$ cat src/inc/pcr_defines.svh
// offsets, field positions, reset values and timing counts of the rate-adjust block
`ifndef PCR_DEFINES_SVH
`define PCR_DEFINES_SVH

// register indices; the byte address is four times the index
`define PCR_IDX_CTRL      16'h0500
`define PCR_IDX_SEC_LO    16'h050a
`define PCR_IDX_RATE_HI   16'h050c
`define PCR_IDX_RATE_LO   16'h050e
`define PCR_IDX_DUR_HI    16'h0510
`define PCR_IDX_DUR_LO    16'h0512

// clock control field positions
`define PCR_CTRL_READ     4
`define PCR_CTRL_LOAD     3
`define PCR_CTRL_CONT     2
`define PCR_CTRL_EN       1
`define PCR_CTRL_RST      0

// rate high word field positions
`define PCR_RATE_DIR      15
`define PCR_RATE_TEMP     14
`define PCR_RATE_HI_MSB   13

// reset values
`define PCR_RST_WORD      16'h0000
`define PCR_RST_DUR       32'h0000_0000
`define PCR_RST_BIT       1'b0

// timing: system clock period and adjustment tick period, in ns
`define PCR_CLK_PERIOD_NS   5
`define PCR_TICK_PERIOD_NS  40
`define PCR_TICK_DIV        (`PCR_TICK_PERIOD_NS / `PCR_CLK_PERIOD_NS)

`endif

$ cat src/inc/pcr_pkg.sv
// types shared by the rate-adjust block
package pcr_pkg;

    // temporary adjustment sequencer states
    typedef enum logic [0:0] {
        PCR_TMP_IDLE,
        PCR_TMP_RUN
    } pcr_temp_e;

    // register selected by an apb address
    typedef enum logic [2:0] {
        PCR_SEL_NONE,
        PCR_SEL_CTRL,
        PCR_SEL_SEC_LO,
        PCR_SEL_RATE_HI,
        PCR_SEL_RATE_LO,
        PCR_SEL_DUR_HI,
        PCR_SEL_DUR_LO
    } pcr_sel_e;

endpackage

$ cat src/core/pcr_tick_gen.sv
// divider making the one-cycle 25 mhz adjustment tick from pclk
`timescale 1ns/1ps
module pcr_tick_gen #(
    parameter int DIV = 8
) (
    // clock and reset
    input  wire logic pclk,
    input  wire logic presetn,
    // tick enable
    output logic      tick
);
    localparam int CW = (DIV > 1) ? $clog2(DIV) : 1;
    localparam logic [CW-1:0] LAST = CW'(DIV - 1);

    logic [CW-1:0] count;

    // refuse a divider that cannot make a tick
    initial begin
        if (DIV < 1) begin
            $error("tick divider must be at least one");
        end
    end

    // free-running count, tick registered at the last count, so it is high in the first cycle of each period
    always_ff @(posedge pclk or negedge presetn) begin
        if (!presetn) begin
            count <= '0;
            tick  <= 1'b0;
        end else if (count == LAST) begin
            count <= '0;
            tick  <= 1'b1;
        end else begin
            count <= count + CW'(1);
            tick  <= 1'b0;
        end
    end
endmodule

$ cat src/core/pcr_clock_rate_adjust.sv
// apb register block steering rate adjustment of the precision clock
//
// The APB register port was chosen for this implementation.
`timescale 1ns/1ps
`include "pcr_defines.svh"

// Notes on behaviour
// - seconds low word, read/write, resets zero
// - direction one adds rate each tick
// - direction zero subtracts rate each tick
// - temporary bit adjusts for duration ticks
// - writing zero halts temporary adjustment
// - rate high word holds rate bits 29:16
// - low word holds rate 15:0, both modes
// - duration is 32-bit, high word 31:16
// - duration low word read/write, resets zero
// - continuous mode adjusts every tick, unlimited
// - clock read bit captures current time
// - clock load bit loads held time
// - clock reset bit resets clock time
module pcr_clock_rate_adjust
    import pcr_pkg::*;
#(
    parameter int RATE_W   = 30,
    parameter int DUR_W    = 32,
    parameter int TICK_DIV = `PCR_TICK_DIV
) (
    // clock and reset
    input  wire logic              pclk,
    input  wire logic              presetn,
    // apb slave
    input  wire logic              psel,
    input  wire logic              penable,
    input  wire logic              pwrite,
    input  wire logic [15:0]       paddr,
    input  wire logic [31:0]       pwdata,
    input  wire logic [3:0]        pstrb,
    output logic      [31:0]       prdata,
    output logic                   pready,
    output logic                   pslverr,
    // time core: live seconds and command strobes
    input  wire logic [15:0]       rtc_seconds_now,
    output logic      [15:0]       rtc_seconds_low,
    output logic                   clock_enable,
    output logic                   clock_reset_pulse,
    output logic                   clock_read_pulse,
    output logic                   clock_load_pulse,
    // time core: rate step
    output logic                   adjust_pulse,
    output logic                   adjust_add,
    output logic      [RATE_W-1:0] adjust_rate,
    output logic                   temp_adjust_busy
);

    // refuse widths the split word registers cannot hold
    initial begin
        if (RATE_W != 30) begin
            $error("rate width must be 30");
        end
        if (DUR_W != 32) begin
            $error("duration width must be 32");
        end
        if (TICK_DIV < 1) begin
            $error("tick divider must be at least one");
        end
    end

    // map a byte address to a register; only aligned words hit
    function automatic pcr_sel_e decode(input logic [15:0] addr);
        pcr_sel_e sel;
        logic [15:0] idx;
        sel = PCR_SEL_NONE;
        idx = {2'b00, addr[15:2]}; // word index, as wide as the index constants
        if (addr[1:0] == 2'h0) begin
            case (idx)
                `PCR_IDX_CTRL:    sel = PCR_SEL_CTRL;
                `PCR_IDX_SEC_LO:  sel = PCR_SEL_SEC_LO;
                `PCR_IDX_RATE_HI: sel = PCR_SEL_RATE_HI;
                `PCR_IDX_RATE_LO: sel = PCR_SEL_RATE_LO;
                `PCR_IDX_DUR_HI:  sel = PCR_SEL_DUR_HI;
                `PCR_IDX_DUR_LO:  sel = PCR_SEL_DUR_LO;
                default:          sel = PCR_SEL_NONE;
            endcase
        end
        return sel;
    endfunction

    // byte-lane merge of a write into a 16-bit word
    function automatic logic [15:0] merge(
        input logic [15:0] old,
        input logic [15:0] wdat,
        input logic [1:0]  strb
    );
        logic [15:0] res;
        res = old;
        if (strb[0]) begin
            res[7:0] = wdat[7:0];
        end
        if (strb[1]) begin
            res[15:8] = wdat[15:8];
        end
        return res;
    endfunction

    // software-held state
    logic              rate_dir;
    logic [13:0]       rate_hi;
    logic [15:0]       rate_lo;
    logic [15:0]       dur_hi;
    logic [15:0]       dur_lo;
    logic              cont_adjust;

    // temporary adjustment sequencer
    pcr_temp_e         temp_state;
    pcr_temp_e         next_temp_state;
    logic [DUR_W-1:0]  temp_left;
    logic [DUR_W-1:0]  next_temp_left;

    // bus decode
    pcr_sel_e          rd_sel;
    pcr_sel_e          wr_sel;
    logic              wr_en;
    logic [15:0]       wdat;
    logic [1:0]        wstrb;
    logic [15:0]       rd_word;
    logic [15:0]       rate_hi_word;
    logic [15:0]       ctrl_word;
    logic              tick;
    logic              temp_start;
    logic              temp_stop;
    logic              temp_active;
    logic [DUR_W-1:0]  dur_full;
    logic [15:0]       rate_hi_merged;

    // 25 mhz adjustment tick
    pcr_tick_gen #(
        .DIV     (TICK_DIV)
    ) u_tick (
        .pclk    (pclk),
        .presetn (presetn),
        .tick    (tick)
    );

    // write strobe at the access edge of a granted transfer
    assign wr_en  = psel & penable & pready & pwrite;
    assign wr_sel = decode(paddr);
    assign rd_sel = decode(paddr);
    assign wdat   = pwdata[15:0];
    assign wstrb  = pstrb[1:0];
    assign dur_full = {dur_hi, dur_lo};

    // high word after byte-lane merge, sliced below into the rate field
    assign rate_hi_merged = merge(rate_hi_word, wdat, wstrb);

    // readback words; strobe bits read as zero
    assign temp_active  = (temp_state == PCR_TMP_RUN);
    assign rate_hi_word = {rate_dir, temp_active, rate_hi};
    assign ctrl_word    = {11'h000, 1'b0, 1'b0, cont_adjust, clock_enable, 1'b0};

    // read multiplexer
    always_comb begin
        rd_word = 16'h0000;
        case (rd_sel)
            PCR_SEL_CTRL:    rd_word = ctrl_word;
            PCR_SEL_SEC_LO:  rd_word = rtc_seconds_low;
            PCR_SEL_RATE_HI: rd_word = rate_hi_word;
            PCR_SEL_RATE_LO: rd_word = rate_lo;
            PCR_SEL_DUR_HI:  rd_word = dur_hi;
            PCR_SEL_DUR_LO:  rd_word = dur_lo;
            default:         rd_word = 16'h0000;
        endcase
    end

    // apb answer: one wait-free access cycle after setup
    always_ff @(posedge pclk or negedge presetn) begin
        if (!presetn) begin
            pready  <= 1'b0;
            pslverr <= 1'b0;
            prdata  <= 32'h0000_0000;
        end else begin
            pready <= psel & ~penable;
            if (psel && !penable) begin
                pslverr <= (rd_sel == PCR_SEL_NONE);
                prdata  <= pwrite ? 32'h0000_0000 : {16'h0000, rd_word};
            end
        end
    end

    // rate word and direction storage
    always_ff @(posedge pclk or negedge presetn) begin
        if (!presetn) begin
            rate_dir <= `PCR_RST_BIT;
            rate_hi  <= 14'h0000;
            rate_lo  <= `PCR_RST_WORD;
        end else if (wr_en) begin
            if (wr_sel == PCR_SEL_RATE_HI) begin
                rate_hi  <= rate_hi_merged[`PCR_RATE_HI_MSB:0];
                if (wstrb[1]) begin
                    rate_dir <= wdat[`PCR_RATE_DIR];
                end
            end
            if (wr_sel == PCR_SEL_RATE_LO) begin
                rate_lo <= merge(rate_lo, wdat, wstrb);
            end
        end
    end

    // duration words; the running count keeps its own copy
    always_ff @(posedge pclk or negedge presetn) begin
        if (!presetn) begin
            dur_hi <= `PCR_RST_WORD;
            dur_lo <= `PCR_RST_WORD;
        end else if (wr_en) begin
            if (wr_sel == PCR_SEL_DUR_HI) begin
                dur_hi <= merge(dur_hi, wdat, wstrb);
            end
            if (wr_sel == PCR_SEL_DUR_LO) begin
                dur_lo <= merge(dur_lo, wdat, wstrb);
            end
        end
    end

    // seconds low word: software write or capture on clock read
    always_ff @(posedge pclk or negedge presetn) begin
        if (!presetn) begin
            rtc_seconds_low <= `PCR_RST_WORD;
        end else if (wr_en && wr_sel == PCR_SEL_CTRL && wstrb[0]
                     && wdat[`PCR_CTRL_READ]) begin
            rtc_seconds_low <= rtc_seconds_now;
        end else if (wr_en && wr_sel == PCR_SEL_SEC_LO) begin
            rtc_seconds_low <= merge(rtc_seconds_low, wdat, wstrb);
        end
    end

    // clock control levels
    always_ff @(posedge pclk or negedge presetn) begin
        if (!presetn) begin
            cont_adjust  <= `PCR_RST_BIT;
            clock_enable <= `PCR_RST_BIT;
        end else if (wr_en && wr_sel == PCR_SEL_CTRL && wstrb[0]) begin
            cont_adjust  <= wdat[`PCR_CTRL_CONT];
            clock_enable <= wdat[`PCR_CTRL_EN];
        end
    end

    // self-clearing commands become one-cycle strobes
    always_ff @(posedge pclk or negedge presetn) begin
        if (!presetn) begin
            clock_reset_pulse <= 1'b0;
            clock_read_pulse  <= 1'b0;
            clock_load_pulse  <= 1'b0;
        end else begin
            clock_reset_pulse <= 1'b0;
            clock_read_pulse  <= 1'b0;
            clock_load_pulse  <= 1'b0;
            if (wr_en && wr_sel == PCR_SEL_CTRL && wstrb[0]) begin
                clock_reset_pulse <= wdat[`PCR_CTRL_RST];
                clock_read_pulse  <= wdat[`PCR_CTRL_READ];
                clock_load_pulse  <= wdat[`PCR_CTRL_LOAD];
            end
        end
    end

    // software start and stop of a temporary run
    assign temp_start = wr_en && wr_sel == PCR_SEL_RATE_HI && wstrb[1]
                        && wdat[`PCR_RATE_TEMP];
    assign temp_stop  = wr_en && wr_sel == PCR_SEL_RATE_HI && wstrb[1]
                        && !wdat[`PCR_RATE_TEMP];

    // temporary sequencer: a software write wins over expiry
    // the running count is a private copy, so duration rewrites wait for the next start
    always_comb begin
        next_temp_state = temp_state;
        next_temp_left  = temp_left;
        case (temp_state)
            PCR_TMP_IDLE: begin
                if (temp_start && dur_full != '0) begin
                    next_temp_state = PCR_TMP_RUN;
                    next_temp_left  = dur_full;
                end
            end
            PCR_TMP_RUN: begin
                if (temp_stop) begin
                    next_temp_state = PCR_TMP_IDLE;
                    next_temp_left  = '0;
                end else if (tick) begin
                    next_temp_left = temp_left - DUR_W'(1);
                    if (temp_left == DUR_W'(1)) begin
                        next_temp_state = PCR_TMP_IDLE;
                        // a start written at the expiry edge wins over the hardware clear
                        if (temp_start && dur_full != '0) begin
                            next_temp_state = PCR_TMP_RUN;
                            next_temp_left  = dur_full;
                        end
                    end
                end
            end
            default: begin
                next_temp_state = PCR_TMP_IDLE;
                next_temp_left  = '0;
            end
        endcase
    end

    // temporary sequencer state
    always_ff @(posedge pclk or negedge presetn) begin
        if (!presetn) begin
            temp_state <= PCR_TMP_IDLE;
            temp_left  <= `PCR_RST_DUR;
        end else begin
            temp_state <= next_temp_state;
            temp_left  <= next_temp_left;
        end
    end

    // busy flag mirrors the sequencer for the time core
    always_ff @(posedge pclk or negedge presetn) begin
        if (!presetn) begin
            temp_adjust_busy <= 1'b0;
        end else begin
            temp_adjust_busy <= (next_temp_state == PCR_TMP_RUN);
        end
    end

    // rate step toward the time core, once per tick while a mode runs
    // rate and direction are latched at the tick so a mid-period write cannot tear a step
    always_ff @(posedge pclk or negedge presetn) begin
        if (!presetn) begin
            adjust_pulse <= 1'b0;
            adjust_add   <= 1'b0;
            adjust_rate  <= '0;
        end else begin
            adjust_pulse <= tick && (cont_adjust || temp_active);
            if (tick) begin
                adjust_add  <= rate_dir;
                adjust_rate <= {rate_hi, rate_lo};
            end
        end
    end

endmodule

$ cat config.mk
export PLATFORM = sky130hd
export DESIGN_NAME = pcr_clock_rate_adjust
export DESIGN_NICKNAME = d
export VERILOG_FILES = /design/src/inc/pcr_pkg.sv /design/src/core/pcr_tick_gen.sv /design/src/core/pcr_clock_rate_adjust.sv
export VERILOG_INCLUDE_DIRS = /design/src /design/src/inc
export SDC_FILE = /design/constraint.sdc
export NUM_CORES = 1
export LEC_CHECK = 0
export BUFFER_PORTS_ARGS = -buffer_cell sky130_fd_sc_hd__buf_2
export CAP_MARGIN = 40
export CORE_MARGIN = 2
export CORE_UTILIZATION = 47
export DETAILED_ROUTE_END_ITERATION = 6
export PLACE_DENSITY = 0.69
export SETUP_SLACK_MARGIN = 0.4
export SKIP_CTS_REPAIR_TIMING = 1
export SYNTH_ARGS = -nofsm -noshare
export SYNTH_HDL_FRONTEND = slang
export SYNTH_SLANG_ARGS = --single-unit
export TNS_END_PERCENT = 5
$ cat constraint.sdc
create_clock -name pclk -period 2.6 [get_ports pclk]
set_input_delay 0.65 -clock pclk [delete_from_list [all_inputs] [get_ports pclk]]
set_output_delay 0.65 -clock pclk [all_outputs]
set_load 0.02 [all_outputs]
==> results of run 1 <==
==> path summary, 6_finish.rpt <==
| check | startpoint | endpoint | slack [ns] | cells after the start |
|---|---|---|---|---|
| hold reg to reg | u_tick.count[0] | u_tick.count[0] | 0.43 | 1 |
| hold / removal | presetn | u_tick.count[0] | 0.18 | 1 |
| max in group asynchronous | presetn | dur_lo[11] | 1.73 | 2 |
| setup reg to reg | dur_lo[11] | temp_left[5] | 0.24 | 9 |
| setup / recovery | dur_lo[11] | temp_left[5] | 0.24 | 9 |
| min in group pclk | rtc_seconds_now[7] | rtc_seconds_low[7] | 0.40 | 3 |
==> sequential cells by signal (all words and copies together) (netlist names), 3 cells and up <==
signal,cells
temp_left,32
adjust_rate,30
dur_hi,16
dur_lo,16
prdata,16
rate_lo,16
rtc_seconds_low,16
rate_hi,14
u_tick.count,3
==> area by class of cell <==
cell class,count,area share
Clock inverter,15,0.0167
Multi-Input combinational cell,535,0.379
Timing Repair Buffer,234,0.153
Inverter,15,0.00504
Clock buffer,17,0.0381
Tap cell,229,0.0256
Sequential cell,171,0.383
==> per-layer routing <==
metal	vias to the layer above	global-route usage	share of wire
met5	-	0	0
met4	0	0.0789	0.015
met3	36	0.0409	0.075
met2	337	0.423	0.48
met1	3743	0.383	0.43
li1	3306	-	-
==> cell usage in the layout (no fill, tap or decap), types with 20 or more instances in the layout <==
cell and count:
nand2_1 38, mux2_2 94, a21oi_1 33, buf_4 85
nor3_1 27, a22o_1 20, mux2i_1 26, buf_2 125
dfrtp_1 170, o21ai_0 41, nor2_1 35
==> synth_stat cells (4+ instances only) <==
master | count | area (um2)
nand2_1 | 38 | 143
a32oi_1 | 7 | 61.3
o22ai_1 | 12 | 75.1
nor3_1 | 32 | 160
mux2i_1 | 26 | 260
nor4_2 | 5 | 62.6
nor3b_1 | 4 | 30.0
o2bb2ai_1 | 6 | 52.6
nand4_1 | 6 | 37.5
clkbuf_1 | 23 | 86.3
nor4_1 | 15 | 93.8
xor2_1 | 4 | 35.0
a211oi_1 | 6 | 45.0
a22oi_1 | 4 | 30.0
or4_1 | 4 | 30.0
a21oi_1 | 33 | 165
dfrtp_1 | 171 | 4280
buf_2 | 10 | 50.1
and4_1 | 6 | 52.6
a211o_1 | 8 | 70.1
ha_1 | 4 | 50.1
inv_1 | 15 | 56.3
o21ai_1 | 5 | 25.0
a222oi_1 | 15 | 150
and3_1 | 9 | 56.3
nand3_1 | 10 | 50.1
buf_4 | 23 | 173
a22o_1 | 21 | 184
mux2_2 | 94 | 1060
xnor2_1 | 13 | 114
o21ai_0 | 41 | 205
nor2_1 | 35 | 131
==> worst max-delay path: cells and delay by family (launching register included) <==
| kind | cells | cell delay (ns) |
|---|---|---|
| buffers and inverters | 3 | 0.51 |
| flip-flops | 1 | 0.45 |
| AND/OR/NAND/NOR | 2 | 0.56 |
| AO/OA/AOI/OAI | 4 | 0.73 |
==> through the flow <==
step	std cells	hold slack (ns)	power, mW	setup TNS (ns)
after floorplan	779	0.354	2.79	0
after global placement	1170	0.417	2.93	-6.22
after detailed placement	1171	0.420	2.93	-5.88
after CTS	1203	0.183	5.51	0
after global routing	1216	0.221	5.63	0
final	1216	0.177	5.48	0
==> power breakdown <==
group | internal, mW | switching (mW) | total [mW]
sequential | 2.66 | 0.00118 | 2.66
combinational | 0.0681 | 0.156 | 0.224
clock | 1.31 | 1.28 | 2.60
total | 4.04 | 1.44 | 5.48
==> logic make-up after synthesis <==
kind of cell    count (synthesis)  synth area share
flops                         171             0.495
other cells                     1          0.000434
simple gates                  195             0.133
mux                           122             0.155
buf+inv                        73            0.0431
xor+xnor                       17            0.0172
compound gates                181             0.151
fa+ha+maj                       4           0.00579
==> results.sh, run 1 <==
export IMPL_crit_type="register to register"
export IMPL_skew_ns=0.0162
export IMPL_multiInputGateArea_um2=4240
export IMPL_fin_area_um2=11200
export IMPL_fillers=1429
export IMPL_vias_per_cell=6.10
export IMPL_grt_start_max_net_pins=55
export IMPL_max_freq_mhz=424
export IMPL_yosysSeqAreaShare=0.495
export IMPL_p_leak_nw=5.49
export IMPL_drt_initial_drc_count=805
export IMPL_final_layout_size_suffix_gt1_frac=0.412
export IMPL_synthesis_instances=764
export IMPL_vias=7422
export IMPL_critPathMaxStageDelay_ns=0.45
export IMPL_yosysUniqueCellTypes=70
export IMPL_max_cap_violations=0
export IMPL_synth_edf_count=0
export IMPL_start_util=0.480
export IMPL_synth_area_um2=8650
export IMPL_drcViolationCount=0
export IMPL_status="completed"
export IMPL_clockBufferDepth=2
export IMPL_cp_data_required_time_ns=2.94
export IMPL_drv_slew=0
export IMPL_cts_root_buf="clkbuf_16"
export IMPL_fin_nets=1051
export IMPL_cts_tree="built"
export IMPL_die_x_um=140
export IMPL_cpMaxStageDelayCell="dfrtp_2"
export IMPL_hold_path_class="primary input to async pin"
export IMPL_drt_total_wl_um=26100
export IMPL_numClockSinks=171
export IMPL_path_max_fanout=6
export IMPL_fin_ws_ns=0.242
export IMPL_clkLatencyLatePin_ns=0.45
export IMPL_grt_ovfl_total=0
export IMPL_cp_start_kind="register"
export IMPL_grt_pass1_wl_um=40800
export IMPL_ant_nets=0
export IMPL_cts_buffers=17
export IMPL_worstPathArrival_ns=2.69
export IMPL_antenna_found_initial=0
export IMPL_crit_chain="nor4_4, buf_4, and4_4, a2111o_1, buf_6, o21ai_4, buf_6, a32o_1, a22o_1"
export IMPL_hold_viol=0
export IMPL_fin_crit_sh=0.907
export IMPL_critPathCaptureType="register"
export IMPL_layout_area_seq_um2=4280
export IMPL_synth_seq_cells=171
export IMPL_pwr_density_cell_nw_per_um2=490
export IMPL_fin_crit_ns=2.36
export IMPL_htreeDepth=4
export IMPL_crit_top_cell="buf_6"
export IMPL_grt_total_usage=0.267
export IMPL_dp_hpwl_um=17900
export IMPL_rsz0062_at_grt="true"
export IMPL_synth_ff_type="dfrtp_1"
export IMPL_place_area_um2=10200
export IMPL_rows=49
export IMPL_n_antenna_cell=0
export IMPL_synthArstFlopShare=1.00
export IMPL_dieHeight_um=140
export IMPL_worst_slew_pin_slew_ns=0.707
export IMPL_post_place_ws_ns=-0.154
export IMPL_die_area_um2=19500
export IMPL_dr_pass1_iters=5
export IMPL_synthToLayoutAreaGrowth_pct=29.3
export IMPL_port_buffers=125
export IMPL_avgSynthCellArea_um2=11.3
export IMPL_gp_congestion=0.888
export IMPL_final_core_util=0.620
export IMPL_vdd_ir_drop_max_mv=0.429
export IMPL_coreArea_um2=18000
export IMPL_cts_clk_slew_worst_paths_ns=0.08
export IMPL_yosysWarnings=0
export IMPL_post_drt_wl_per_cell_um=21.4
export IMPL_slew_headroom=0.528
export IMPL_setup_violations=0
export IMPL_grt_pass1_vias=7165
export IMPL_io_pins=160
Note: power is estimated with default switching activity, not from simulation.
==> inputs of run 2 (changes only) <==
Settings changed: GPL_TIMING_DRIVEN set to 0.
==> run 2 against run 1 <==
Clock power increased by 2%. Critical path depth unchanged. First-iteration DRC count down 4.2%. Largest power group unchanged. Final cell count decreased by 2.2%.
==> results.sh, run 2 (same netlist as run 1, synthesis figures left out) <==
export IMPL_status="completed"
export IMPL_path_max_fanout=6
export IMPL_ant_nets=0
export IMPL_drv_slew=0
export IMPL_vias=7323
export IMPL_crit_top_cell="buf_8"
export IMPL_rr_endpoint="temp_left[6]"
export IMPL_cts_clk_slew_worst_paths_ns=0.07
export IMPL_grt_util_met1=0.378
export IMPL_r2r_setup_slack_ns=0.25
export IMPL_cpMaxStageDelayCell="a2111o_1"
export IMPL_clkLatencyLatePin_ns=0.44
export IMPL_r2r_start="temp_left[18]"
export IMPL_cts_root_buf="clkbuf_16"
export IMPL_grt_ovfl_total=0
export IMPL_worst_slew_pin_slew_ns=0.884
export IMPL_layout_common_cells="dfrtp_1, buf_2, mux2_2"
export IMPL_intPower_mw=4.13
export IMPL_grt_total_usage=0.269
export IMPL_grt_use_met3=0.0471
export IMPL_fin_ws_ns=0.233
export IMPL_hold_path_class="primary input to async pin"
export IMPL_swShare=0.255
export IMPL_crit_type="primary input to register"
export IMPL_crit_chain="buf_8, nor4b_4, nand3_2, buf_6, a2111o_1, o21a_4, buf_8, a32oi_2, o22ai_1"
export IMPL_critPathCaptureType="register"
export IMPL_netSwitchingPower_mw=1.42
export IMPL_worstPathArrival_ns=2.68
export IMPL_antenna_found_initial=0
export IMPL_setup_violations=0
export IMPL_top_usage_layer="met2"
export IMPL_cts_buffers=17
export IMPL_start_util=0.480
export IMPL_numClockSinks=171
export IMPL_fin_crit_ns=2.37
export IMPL_p_leak_nw=5.32
export IMPL_hold_viol=0
export IMPL_dr_pass1_iters=7
export IMPL_gp_congestion=0.925
export IMPL_post_place_ws_ns=-0.637
export IMPL_critPathMaxStageDelay_ns=0.52
export IMPL_die_area_um2=19500
export IMPL_layout_commonest_cell="dfrtp_1"
export IMPL_final_core_util=0.604
export IMPL_fin_nets=1024
export IMPL_grt_pass1_vias=7134
export IMPL_pwr_share_seq=0.480
export IMPL_post_drt_wl_per_cell_um=22.3
export IMPL_grt_util_met2=0.429
export IMPL_synthToLayoutAreaGrowth_pct=26.0
export IMPL_io_pins=160
export IMPL_dp_hpwl_um=18600
export IMPL_max_freq_mhz=422
export IMPL_max_cap_violations=0
export IMPL_power_frac_comb=0.041
export IMPL_rsz0062_at_grt="true"
export IMPL_pwr_density_cell_nw_per_um2=509
export IMPL_clockBufferDepth=2
export IMPL_regMostFlops="temp_left"
export IMPL_fin_crit_sh=0.910
export IMPL_die_x_um=140
export IMPL_cp_data_required_time_ns=2.91
export IMPL_final_layout_size_suffix_gt1_frac=0.403
export IMPL_vdd_ir_drop_max_mv=0.476
export IMPL_coreArea_um2=18000
export IMPL_drt_total_wl_um=26600
export IMPL_largest_register_ffs=32
export IMPL_fillers=1499
export IMPL_n_antenna_cell=0
export IMPL_slew_headroom=0.411
export IMPL_rows=49
export IMPL_drcViolationCount=0
export IMPL_rr_worst_depth=8
export IMPL_htreeDepth=4
export IMPL_cts_tree="built"
export IMPL_clkPwrFrac=0.479
export IMPL_vias_per_cell=6.16
export IMPL_drt_initial_drc_count=771
export IMPL_grt_start_max_net_pins=104
export IMPL_cp_start_kind="primary input"
export IMPL_reg_top3="temp_left: 32 flops, adjust_rate: 30 flops"
export IMPL_skew_ns=0.0115
export IMPL_dieHeight_um=140
export IMPL_grt_pass1_wl_um=40600
export IMPL_port_buffers=124
[run 2: cell count changes in the layout (fill, tap and decap cells not counted), moves of 5 or more]
cell / change
buf_4: -46
buf_12: -15
clkbuf_1: +9
clkbuf_2: +9
buf_6: +8
nor3_1: -5
[run 2: power groups by stage]
stage / logic, mW / registers, mW / clock network (mW)
final: 0.228 / 2.66 / 2.65
after global routing: 0.249 / 2.66 / 2.78
after CTS: 0.218 / 2.66 / 2.66
after detailed placement: 0.218 / 2.71 / 0
after global placement: 0.210 / 2.71 / 0
after floorplan: 0.0726 / 2.72 / 0
[run 2: worst max path at each step]
stage / endpoint / startpoint
finish: temp_left[6] / paddr[11]
detailed placement: prdata[8] / paddr[8]
floorplan: dur_lo[10] / paddr[9]
global route: temp_left[6] / temp_left[18]
global placement: rtc_seconds_low[8] / presetn
CTS: rtc_seconds_low[13] / paddr[8]
[run 2: final cells by class]
| type | instances | area, um2 | share of cell area |
|---|---|---|---|
| Multi-Input combinational cell | 535 | 4330 | 0.397 |
| Sequential cell | 171 | 4280 | 0.393 |
| Timing Repair Buffer | 149 | 915 | 0.0840 |
| Clock buffer | 17 | 425 | 0.0391 |
| Buffer | 58 | 407 | 0.0373 |
| Tap cell | 229 | 287 | 0.0263 |
| Clock inverter | 15 | 191 | 0.0176 |
| Inverter | 15 | 56.3 | 0.00517 |
[run 2: metrics by stage]
stage / instance area, um2 / setup TNS (ns) / power, mW / hold WS (ns) / cells
6_report: 10900 / 0 / 5.54 / 0.182 / 1189
5_1_grt: 10900 / 0 / 5.69 / 0.217 / 1189
2_1_floorplan: 8700 / 0 / 2.79 / 0.354 / 779
3_5_place_dp: 9670 / -32.74 / 2.93 / 0.418 / 1136
3_3_place_gp: 9610 / -358.87 / 2.92 / 0.418 / 1132
4_1_cts: 10300 / -3.11 / 5.54 / 0.197 / 1168
[run 2: critical path: cells and delay by family]
| family | cells | cell delay, ns |
|---|---|---|
| compound gates | 4 | 1.12 |
| buf+inv | 3 | 0.39 |
| simple gates | 2 | 0.51 |
[run 2: metal layers]
layer | share of wire | wire length (um)
met2 | 0.48 | 12700
met4 | 0.023 | 617
met1 | 0.43 | 11400
met5 | 0 | 0
met3 | 0.071 | 1870
==> inputs of run 3 (changes only) <==
Settings changed: ABC_AREA set to 1, TNS_END_PERCENT 5 to not set.
==> run 3 against run 2 <==
Global-route usage increased by 0.79 points. Non-clock buffer count grew 30. Critical path type is now register to register. Utilization rose by 1.2 points. Sequential cell count unchanged. Maximum frequency rose by 5.8%. Sequential share of layout area decreased by 3.5 points. Clock power about the same. Worst setup slack better by 0.13 ns.
==> results.sh, run 3 <==
export IMPL_p_total_mw=5.54
export IMPL_skew_ns=0.0265
export IMPL_max_cap_violations=0
export IMPL_yosysSeqAreaShare=0.462
export IMPL_cts_buffers=17
export IMPL_p_leak_nw=6.41
export IMPL_largest_register_ffs=32
export IMPL_max_freq_mhz=447
export IMPL_start_util=0.478
export IMPL_synth_seq_cells=171
export IMPL_layout_common_cells="nand2_1, dfrtp_1, nor2_1"
export IMPL_ant_nets=0
export IMPL_numClockSinks=171
export IMPL_final_layout_size_suffix_gt1_frac=0.270
export IMPL_pwr_density_cell_nw_per_um2=464
export IMPL_cts_clk_slew_worst_paths_ns=0.08
export IMPL_clkPwrFrac=0.474
export IMPL_yosysWarnings=0
export IMPL_synth_area_top_cells="dfrtp_1, nand2_1, nor2_1"
export IMPL_hold_path_class="primary input to async pin"
export IMPL_n_antenna_cell=0
export IMPL_ys_top_cells_by_count="nand2_1, dfrtp_1, nor2_1"
export IMPL_vias=9413
export IMPL_grt_start_max_net_pins=121
export IMPL_synth_ff_type="dfrtp_1"
export IMPL_pwr_share_seq=0.480
export IMPL_synth_top_area_frac=0.462
export IMPL_clockBufferDepth=2
export IMPL_cp_start_kind="register"
export IMPL_yosys_area_top_type="dfrtp_1"
export IMPL_fin_cells=1755
export IMPL_antenna_found_initial=0
export IMPL_fin_nets=1554
export IMPL_cts_root_buf="clkbuf_16"
export IMPL_synthArstFlopShare=1.00
export IMPL_power_frac_comb=0.046
export IMPL_grt_pass1_vias=8375
export IMPL_dr_pass1_iters=6
export IMPL_synth_area_um2=9270
export IMPL_rsz0062_at_grt="true"
export IMPL_io_pins=160
export IMPL_reg_top3="temp_left: 32 flops, adjust_rate: 30 flops"
export IMPL_vias_per_cell=5.36
export IMPL_dieHeight_um=144
export IMPL_clkLatencyLatePin_ns=0.44
export IMPL_synth_edf_count=0
export IMPL_hold_worst_slack_ns=0.107
export IMPL_die_area_um2=20900
export IMPL_path_max_fanout=5
export IMPL_dp_hpwl_um=20500
export IMPL_critPathCaptureType="register"
export IMPL_cts_tree="built"
export IMPL_slew_headroom=0.496
export IMPL_grt_total_usage=0.277
export IMPL_swShare=0.269
export IMPL_htreeDepth=4
export IMPL_drv_slew=0
export IMPL_drt_initial_drc_count=741
export IMPL_grt_ovfl_total=0
export IMPL_fillers=1789
export IMPL_worstPathArrival_ns=2.59
export IMPL_fin_crit_sh=0.861
export IMPL_drt_total_wl_um=29600
export IMPL_post_drt_wl_per_cell_um=16.8
export IMPL_rr_endpoint="temp_left[22]"
export IMPL_port_buffers=125
export IMPL_r2r_start="temp_left[7]"
export IMPL_layout_area_seq_um2=4290
export IMPL_synthesis_instances=1272
export IMPL_status="completed"
export IMPL_hold_viol=0
export IMPL_intPower_mw=4.05
export IMPL_multiInputGateArea_um2=4790
export IMPL_die_x_um=144
export IMPL_setup_violations=0
export IMPL_crit_type="register to register"
export IMPL_dp_cells=1678
export IMPL_gp_congestion=0.910
export IMPL_yosysUniqueCellTypes=34
export IMPL_regMostFlops="temp_left"
export IMPL_r2r_setup_slack_ns=0.36
export IMPL_layout_commonest_cell="nand2_1"
export IMPL_fin_crit_ns=2.24
export IMPL_rows=51
export IMPL_synthToLayoutAreaGrowth_pct=29.0
export IMPL_drcViolationCount=0
export IMPL_coreArea_um2=19400
export IMPL_cp_data_required_time_ns=2.95
export IMPL_netSwitchingPower_mw=1.49
export IMPL_avgSynthCellArea_um2=7.28
export IMPL_rr_worst_depth=10
export IMPL_worst_slew_pin_slew_ns=0.753
export IMPL_vdd_ir_drop_max_mv=0.479
export IMPL_grt_pass1_wl_um=44400
export IMPL_synth_most_common_cell="nand2_1"
==> run 3: cell types whose count changed in the layout (fill, tap and decap cells not counted), moves of 23 or more <==
cell and delta:
inv_1 +65, buf_4 +23, nand3_1 +58, mux2_2 -94, o21ai_1 +35, nor2_1 +102
mux2i_1 -26, nand4_1 +56, nand2_1 +344
==> run 3: worst max-delay path by stage <==
stage,start,endpoint,slack [ns],cells past startpoint
floorplan,paddr[15],dur_hi[14],0.41,11
global placement,presetn,adjust_rate[11],-1.90,1
detailed placement,paddr[9],dur_lo[14],-0.19,12
CTS,dur_hi[8],temp_left[13],0.12,11
global route,paddr[2],rtc_seconds_low[9],0.26,15
finish,temp_left[7],temp_left[22],0.36,10
==> run 3: critical path, cell delays in order, from the launching register on <==
cell and delay, ns:
dfrtp_2 0.45, nor2_4 0.14, nand3_2 0.11, nand3b_1 0.20, nor4_4 0.39, nand4_1 0.24
buf_6 0.21, buf_6 0.14, nand2_2 0.06, nand3_2 0.07, a21oi_1 0.14
==> run 3: stage by stage <==
stage | setup TNS, ns | worst slack, ns | util | instance area, um2
2_1_floorplan | 0 | 0.407 | - | 9320
3_3_place_gp | -326.96 | -1.90 | 0.530 | 10300
3_5_place_dp | -6.88 | -0.191 | 0.532 | 10300
4_1_cts | 0 | 0.118 | 0.564 | 10900
5_1_grt | 0 | 0.258 | 0.616 | 12000
6_report | 0 | 0.362 | 0.616 | 12000
==> run 3: final cells by class <==
| class | count | area share |
|---|---|---|
| flip-flops and latches | 171 | 0.359 |
| repair buffers | 171 | 0.0881 |
| plain buffers | 66 | 0.0370 |
| clock inverters | 15 | 0.0168 |
| well taps | 265 | 0.0277 |
| inverters | 108 | 0.0351 |
| multi-input cells | 942 | 0.401 |
| clock buffers | 17 | 0.0356 |
==> run 3: cell families (layout without fill, tap and decap cells) <==
group,count (synthesis),count (layout),share of synthesized area
adders and majority gates,4,4,0.00540
buffers and inverters,174,377,0.0813
AOI/OAI and AO/OA,135,135,0.0740
and+or+nand+nor,759,759,0.351
DFF,171,171,0.462
xor gates and xnor gates,28,28,0.0265
other,1,16,0.000405
==> run 3: per-layer routing <==
metal,global-route usage,up-vias,part of all wire
met5,0,-,0
met4,0.0618,0,0.018
met3,0.0430,45,0.064
met2,0.447,373,0.48
met1,0.396,4533,0.44
li1,-,4462,-
==> run 3: power groups by stage <==
| stage | logic (mW) | registers [mW] | clock network (mW) |
|---|---|---|---|
| finish | 0.254 | 2.66 | 2.63 |
| global route | 0.281 | 2.66 | 2.76 |
| CTS | 0.228 | 2.66 | 2.65 |
| detailed placement | 0.228 | 2.71 | 0 |
| global placement | 0.219 | 2.71 | 0 |
| floorplan | 0.0868 | 2.72 | 0 |
